[config.mk]
export PLATFORM = sky130hd
export DESIGN_NAME = sensor_drive_control
export DESIGN_NICKNAME = d
export VERILOG_FILES = /design/src/logic/sensor_drive_control.v
export VERILOG_INCLUDE_DIRS = /design/src /design/src/logic
export SDC_FILE = /design/constraint.sdc
export NUM_CORES = 1
export LEC_CHECK = 0
export BUFFER_PORTS_ARGS = -buffer_cell sky130_fd_sc_hd__buf_2
export CAP_MARGIN = 20
export CELL_PAD_IN_SITES_DETAIL_PLACEMENT = 0
export CELL_PAD_IN_SITES_GLOBAL_PLACEMENT = 1
export CORE_UTILIZATION = 45
export CTS_BUF_LIST = sky130_fd_sc_hd__clkbuf_4
export DETAILED_ROUTE_END_ITERATION = 16
export PLACE_DENSITY_LB_ADDON = 0.1
export SLEW_MARGIN = 30
export SYNTH_ARGS = -nofsm -noshare
export SYNTH_HDL_FRONTEND = slang
export SYNTH_SLANG_ARGS = --single-unit
[constraint.sdc]
create_clock -name i_clk_sys -period 2.8 [get_ports i_clk_sys]
set_input_delay 0.56 -clock i_clk_sys [delete_from_list [all_inputs] [get_ports i_clk_sys]]
set_output_delay 0.56 -clock i_clk_sys [all_outputs]
set_load 0.05 [all_outputs]
[src/logic/sensor_drive_map.vh]
`ifndef SENSOR_DRIVE_MAP_VH
`define SENSOR_DRIVE_MAP_VH

// ----------------------------------------------------------------
// Register offsets (word index on the register port)
// ----------------------------------------------------------------
`define SDM_CLK_DIV_CH0 8'h14
`define SDM_CLK_DIV_CH1 8'h15
`define SDM_CLK_DIV_CH2 8'h16
`define SDM_CLK_DIV_CH3 8'h17
`define SDM_DRIVE_CH0 8'h1e
`define SDM_DRIVE_CH1 8'h1f
`define SDM_DRIVE_CH2 8'h20
`define SDM_DRIVE_CH3 8'h21

// ----------------------------------------------------------------
// Field positions
// ----------------------------------------------------------------
`define SDM_FIXED_HI 15
`define SDM_FIXED_LO 11
`define SDM_CAL_HI 10
`define SDM_CAL_LO 6
`define SDM_FREF_HI 9
`define SDM_FREF_LO 0
`define SDM_FIN_HI 15
`define SDM_FIN_LO 12

// ----------------------------------------------------------------
// Reset values and code limits
// ----------------------------------------------------------------
`define SDM_CODE_RST 5'h00
`define SDM_CODE_MAX 5'h1f
`define SDM_CODE_MIN 5'h00
`define SDM_FREF_RST 10'h001
`define SDM_FIN_RST 4'h1

`endif

[src/logic/sensor_drive_control.v]
// Summary of operation
// - Every channel except the active one has both pins grounded.
// - Sleep or shutdown leaves no channel active; all pins grounded.
// - Drive only the active channel during conversion, then ground it.
// - Override clear: search drive code on every entry into active mode.
// - Search settles on code giving amplitude between 1.2 and 1.8 V.
// - Chosen code readable in bits 10:6 of channel drive register.
// - Stopped oscillation reports all-zero output samples.
// - Correction on: adjust drive between conversions on active channels.
// - Correction updates calibrated field on each drive change, same code.
// - Channel 0 boost drive only when enabled and scan is off.
// - Each channel has its own reference and sensor divider setting.
// - Fixed code used only with correction off and override set.
`timescale 1ns/1ps
`default_nettype none
`include "sensor_drive_map.vh"

module sensor_drive_control #(
  parameter NUM_CH = 4,
  parameter SAMPLE_W = 12
) (
  // Clock, reset, enable
  input wire i_clk_sys,
  input wire i_nrst,
  input wire i_ce,
  // Register port
  input wire i_reg_wr,
  input wire i_reg_rd,
  input wire [7:0] i_reg_addr,
  input wire [15:0] i_reg_wdata,
  output reg [15:0] o_reg_rdata_q,
  // Mode controls
  input wire i_sleep,
  input wire i_drive_override,
  input wire i_amplitude_correction_disable,
  input wire i_ch0_boost_drive,
  input wire i_multi_channel_scan,
  // Conversion core
  input wire [1:0] i_active_ch,
  input wire i_conv_busy,
  input wire i_conv_done,
  input wire i_sample_valid,
  input wire [SAMPLE_W-1:0] i_sample_raw,
  // Analog comparators (asynchronous)
  input wire i_amp_low,
  input wire i_amp_high,
  input wire i_osc_alive,
  // Sensor front end
  output reg [NUM_CH-1:0] o_sensor_pin_a_gnd_q,
  output reg [NUM_CH-1:0] o_sensor_pin_b_gnd_q,
  output reg [NUM_CH-1:0] o_drive_en_q,
  output reg [4:0] o_drive_code_q,
  output reg o_boost_drive_q,
  output reg [SAMPLE_W-1:0] o_sample_q,
  output reg o_sample_valid_q
);

  // ----------------------------------------------------------------
  // Saturating step toward the amplitude window
  // ----------------------------------------------------------------
  function [4:0] step_code;
    input [4:0] code;
    input low;
    input high;
    begin
      step_code = code;
      if (low && code != `SDM_CODE_MAX) begin
        step_code = code + 5'h01;
      end else if (high && !low && code != `SDM_CODE_MIN) begin
        step_code = code - 5'h01;
      end
    end
  endfunction

  // ----------------------------------------------------------------
  // Synchronisers
  // ----------------------------------------------------------------
  reg [2:0] sync1_q;
  reg [2:0] sync2_q;
  wire amp_low = sync2_q[0];
  wire amp_high = sync2_q[1];
  wire osc_alive = sync2_q[2];

  always @(posedge i_clk_sys or negedge i_nrst) begin
    if (!i_nrst) begin
      sync1_q <= 3'h0;
      sync2_q <= 3'h0;
    end else if (i_ce) begin
      sync1_q <= {i_osc_alive, i_amp_high, i_amp_low};
      sync2_q <= sync1_q;
    end
  end

  // ----------------------------------------------------------------
  // Registers
  // ----------------------------------------------------------------
  reg [4:0] fixed_drive_code_q [0:NUM_CH-1];
  reg [4:0] calibrated_drive_code_q [0:NUM_CH-1];
  reg [9:0] fref_div_q [0:NUM_CH-1];
  reg [3:0] fin_div_q [0:NUM_CH-1];
  reg [NUM_CH-1:0] search_done_q;
  reg sleep_q;
  integer k;
  // Separate loop index so the readback logic has its own driver
  integer j;

  wire active = !i_sleep;
  wire wake = sleep_q && !i_sleep;
  wire use_fixed = i_amplitude_correction_disable && i_drive_override;
  wire in_window = !amp_low && !amp_high;
  wire [4:0] cal_now = calibrated_drive_code_q[i_active_ch];
  wire [4:0] cal_next = step_code(cal_now, amp_low, amp_high);
  wire searching = !i_drive_override && !search_done_q[i_active_ch];

  always @(posedge i_clk_sys or negedge i_nrst) begin
    if (!i_nrst) begin
      sleep_q <= 1'b1;
      search_done_q <= {NUM_CH{1'b0}};
      for (k = 0; k < NUM_CH; k = k + 1) begin
        fixed_drive_code_q[k] <= `SDM_CODE_RST;
        calibrated_drive_code_q[k] <= `SDM_CODE_RST;
        fref_div_q[k] <= `SDM_FREF_RST;
        fin_div_q[k] <= `SDM_FIN_RST;
      end
    end else if (i_ce) begin
      sleep_q <= i_sleep;
      if (i_reg_wr) begin
        for (k = 0; k < NUM_CH; k = k + 1) begin
          if (i_reg_addr == `SDM_DRIVE_CH0 + k[7:0]) begin
            fixed_drive_code_q[k] <=
              i_reg_wdata[`SDM_FIXED_HI:`SDM_FIXED_LO];
          end
          if (i_reg_addr == `SDM_CLK_DIV_CH0 + k[7:0]) begin
            fref_div_q[k] <= i_reg_wdata[`SDM_FREF_HI:`SDM_FREF_LO];
            fin_div_q[k] <= i_reg_wdata[`SDM_FIN_HI:`SDM_FIN_LO];
          end
        end
      end
      if (wake) begin
        search_done_q <= {NUM_CH{1'b0}};
      end else if (active && i_conv_done) begin
        if (searching) begin
          // stop once amplitude sits in window or the code can step no further
          if (in_window || cal_next == cal_now) begin
            search_done_q[i_active_ch] <= 1'b1;
          end
          calibrated_drive_code_q[i_active_ch] <= cal_next;
        end else if (!i_amplitude_correction_disable) begin
          calibrated_drive_code_q[i_active_ch] <= cal_next;
        end
      end
    end
  end

  // ----------------------------------------------------------------
  // Readback
  // ----------------------------------------------------------------
  reg [15:0] rdata_d;
  always @* begin
    rdata_d = 16'h0000;
    for (j = 0; j < NUM_CH; j = j + 1) begin
      if (i_reg_addr == `SDM_DRIVE_CH0 + j[7:0]) begin
        rdata_d = {fixed_drive_code_q[j], calibrated_drive_code_q[j],
                   6'h00};
      end
      if (i_reg_addr == `SDM_CLK_DIV_CH0 + j[7:0]) begin
        rdata_d = {fin_div_q[j], 2'h0, fref_div_q[j]};
      end
    end
  end

  always @(posedge i_clk_sys or negedge i_nrst) begin
    if (!i_nrst) begin
      o_reg_rdata_q <= 16'h0000;
    end else if (i_ce && i_reg_rd) begin
      o_reg_rdata_q <= rdata_d;
    end
  end

  // ----------------------------------------------------------------
  // Sensor switches and drive
  // ----------------------------------------------------------------
  reg [NUM_CH-1:0] drive_d;
  always @* begin
    drive_d = {NUM_CH{1'b0}};
    if (active && i_conv_busy) begin
      drive_d[i_active_ch] = 1'b1;
    end
  end

  always @(posedge i_clk_sys or negedge i_nrst) begin
    if (!i_nrst) begin
      o_sensor_pin_a_gnd_q <= {NUM_CH{1'b1}};
      o_sensor_pin_b_gnd_q <= {NUM_CH{1'b1}};
      o_drive_en_q <= {NUM_CH{1'b0}};
      o_drive_code_q <= `SDM_CODE_RST;
      o_boost_drive_q <= 1'b0;
    end else if (i_ce) begin
      o_sensor_pin_a_gnd_q <= ~drive_d;
      o_sensor_pin_b_gnd_q <= ~drive_d;
      o_drive_en_q <= drive_d;
      if (use_fixed) begin
        o_drive_code_q <= fixed_drive_code_q[i_active_ch];
      end else begin
        o_drive_code_q <= cal_now;
      end
      // channel 0 boost, single channel only
      o_boost_drive_q <= i_ch0_boost_drive && !i_multi_channel_scan &&
                         drive_d[0];
    end
  end

  // ----------------------------------------------------------------
  // Sample output
  // ----------------------------------------------------------------
  always @(posedge i_clk_sys or negedge i_nrst) begin
    if (!i_nrst) begin
      o_sample_q <= {SAMPLE_W{1'b0}};
      o_sample_valid_q <= 1'b0;
    end else if (i_ce) begin
      o_sample_valid_q <= i_sample_valid;
      if (i_sample_valid) begin
        o_sample_q <= osc_alive ? i_sample_raw : {SAMPLE_W{1'b0}};
      end
    end
  end

endmodule

`default_nettype wire

==> qor.yml <==
grt:
  track_usage: 0.229
  antenna_found_initial: 1
  grt_pass1_wl_mm: 28.4
  grt_overflow: 0
  grt_max_degree: 68
  grt_pass1_vias: 5419
timing:
  worstMarginPinSlew_ns: 0.673
  finalClockSkew_ns: 0.0214
  fmax_ghz: 0.388
  relSlewSlack: 0.550
  period_needed_ns: 2.58
  hold_viol_final: 0
  finalSetupTns_ns: 0
  post-route-period-util: 0.922
  holdWs_ns: 0.202
  rsz0062_at_grt: "no"
  finalSetupViolCount: 0
  report.final.slew_viol_count: 0
logic_synthesis:
  synthArstFlopShare: 1.00
  yosysWarningCount: 0
  yosysTopAreaCell: "dfrtp_1"
  yosysUniqueCellTypes: 57
  synthesis.area_um2: 7220
  synth.avg_cell_area_um2: 12.1
  synth-edff-count: 0
  synth-seq-cells: 150
  syn_nets: 654
  ys_seq_area_frac: 0.522
  synth_cells: 596
  yosys-top-cells-area: "dfrtp_1 47%, mux2_2 15%, dfstp_2 4.7%, mux4_2 3.4%, nand2_1 3.1%"
  yosysMostFrequentCell: "dfrtp_1"
  ys.flop_type: "dfrtp_1"
  synth_common_cells: "137 x dfrtp_1, 99 x mux2_2, 59 x nand2_1"
  synth_top_area_frac: 0.475
worst_setup_path:
  setup.worst_path.start_class: "flip-flop"
  worst_path_max_delay_cell: "mux4_2"
  criticalPathCategory: "reg2reg"
  crit_arrival_ns: 3.07
  crit_top_cell: "ha_1"
  slowest_delay_ns: 0.50
  worstPathCellList: "mux4_2 -> ha_1 -> and3_1 -> ha_1 -> nor2b_4 -> nand4_1 -> or2_2 -> o311ai_4 -> mux2_2"
  reg2reg_depth: 9
  crit_path_end_kind: "flip-flop"
  path_max_fanout: 6
  required_ns: 3.28
final_layout:
  layout.cell_area.non_filler_um2: 8590
  layout-drive-gt1-share: 0.421
  n_fill_cell: 1402
  seq_area_um2: 3770
  nets: 782
  multi_input_area_um2: 3230
  areaGrowthSynthToFinish_pct: 18.9
cts:
  clock_path_buffers: 2
  clkSinkCount: 150
  clkSlewWorstSetupHoldPaths_ns: 0.12
  cts_tree: "built"
  insertion_delay_ns: 0.56
  cts_buffers: 17
  cts_setup_buffers: 0
  cts_max_level: 4
  cts-root-buf: "clkbuf_4"
power_and_ir_drop:
  power_density_nw_per_um2: 581
  ir_drop_uv: 331
  p_leak_uw: 0.00419
  power_uw: 4990
route:
  vias: 5203
  drt_first_pass_iters: 4
  initialDrtViolationCount: 240
  wl_per_cell_um: 18.3
  drc_errors: 0
  ant_nets: 0
  routed_wl_mm: 17.4
  viasPerCell: 5.48
run:
  cap_violations: 0
floorplan:
  die_area_um2: 16600
  num_rows: 45
  core-area_um2: 15400
  boundaryPins: 101
  die_x_um: 129
  floorplan.initialDensity: 0.468
  die_h_um: 129
place:
  hpwl_mm: 12.7
  portBuffers: 99
  place_area_um2: 8220
  place.gp.congestion: 0.802
run_status:
  status: "complete, no violations"
min_path:
  hp-class: "in2reg"
  min_path_cells: 2
final cells by class:
type	count	share of cell area
timing repair buffer	145	0.105
sequential	150	0.439
clock buffer	20	0.0175
tap	211	0.0307
inverter	18	0.00787
multi-input combinational	392	0.376
clock inverter	12	0.0235
antenna	1	0.000291
cells in the final DEF (no fill, tap or decap), types with 4 or more instances in the layout:
cell	instances
o21a_1	7
and2_1	5
buf_12	4
a32oi_1	4
nor2_1	32
a21oi_1	12
dfrtp_1	137
nand4_1	4
o22ai_1	14
buf_4	41
mux2_2	99
clkbuf_4	20
o21ai_0	22
a31oi_1	6
nor2b_1	6
mux2i_1	19
ha_1	4
mux4_1	6
a2bb2oi_1	7
inv_1	17
mux4_2	11
dfstp_2	13
buf_2	98
bufinv_16	5
nand3_1	14
nand2b_1	4
a221o_1	4
o31ai_1	6
nand2_1	59
metal layers:
layer,wire length [um],part of all wire,up-vias,global-route usage
li1,-,-,2459,-
met1,8150,0.47,2633,0.303
met2,8510,0.49,99,0.380
met3,597,0.034,12,0.0470
met4,149,0.0086,0,0.0699
met5,0,0,-,0
critical path: cells and delay by family, from the launching register on:
| kind | cells | cell delay [ns] |
|---|---|---|
| simple gates | 4 | 0.81 |
| mux | 2 | 0.72 |
| flops | 1 | 0.44 |
| fa+ha+maj | 2 | 0.44 |
| compound gates | 1 | 0.11 |
registers in the layout, indices dropped and copies added (netlist names), 3 cells and up:
| signal | count |
|---|---|
| calibrated_drive_code_q | 20 |
| fin_div_q | 16 |
| fixed_drive_code_q | 20 |
| fref_div_q | 40 |
| o_drive_code_q | 5 |
| o_drive_en_q | 4 |
| o_reg_rdata_q | 16 |
| o_sample_q | 12 |
| o_sensor_pin_b_gnd_q | 4 |
| search_done_q | 4 |
| sync1_q | 3 |
| sync2_q | 3 |
path summary, 6_finish.rpt:
kind                                                              from                                      to  slack (ns)
worst min register to register            o_reg_rdata_q[1]$_DFFE_PN0P_            o_reg_rdata_q[1]$_DFFE_PN0P_        0.49
min in group asynchronous                                       i_nrst             o_drive_en_q[0]$_DFFE_PN0P_        0.55
max in group asynchronous                                       i_nrst              fref_div_q[30]$_DFFE_PN1P_        1.45
worst min-delay path                              i_multi_channel_scan             o_boost_drive_q$_DFFE_PN0P_        0.20
worst max-delay path            calibrated_drive_code_q[1]$_DFFE_PN0P_  calibrated_drive_code_q[8]$_DFFE_PN0P_        0.22
worst max register to register  calibrated_drive_code_q[1]$_DFFE_PN0P_  calibrated_drive_code_q[8]$_DFFE_PN0P_        0.22
repair_timing:
action / in CTS / in global routing
hold buffers: 1 / 0
setup endpoints to repair: 0 / 3
gates resized for setup: 0 / 1
endpoints found under the hold margin: 59 / 0
stage by stage:
| stage | util | cells | worst slack [ns] |
|---|---|---|---|
| global placement | 0.533 | 915 | -0.0804 |
| global route | 0.557 | 949 | 0.0793 |
| detailed placement | 0.533 | 915 | -0.171 |
| finish | 0.557 | 949 | 0.220 |
| floorplan | - | 596 | 0.0154 |
| CTS | 0.556 | 948 | 0.168 |
power breakdown:
group          total (uW)  switching (uW)  internal [uW]
Sequential           2430             114           2320
Clock                1620             784            832
Combinational         936             564            372
Total                4990            1460           3520
logic make-up after synthesis:
| logic type | share of synthesized area |
|---|---|
| multiplexers | 0.238 |
| buffers and inverters | 0.0326 |
| AO/OA/AOI/OAI | 0.102 |
| AND/OR/NAND/NOR | 0.0986 |
| flip-flops | 0.522 |
| adder cells (fa/ha/maj) | 0.00693 |
(Power assumes the default switching activity.)
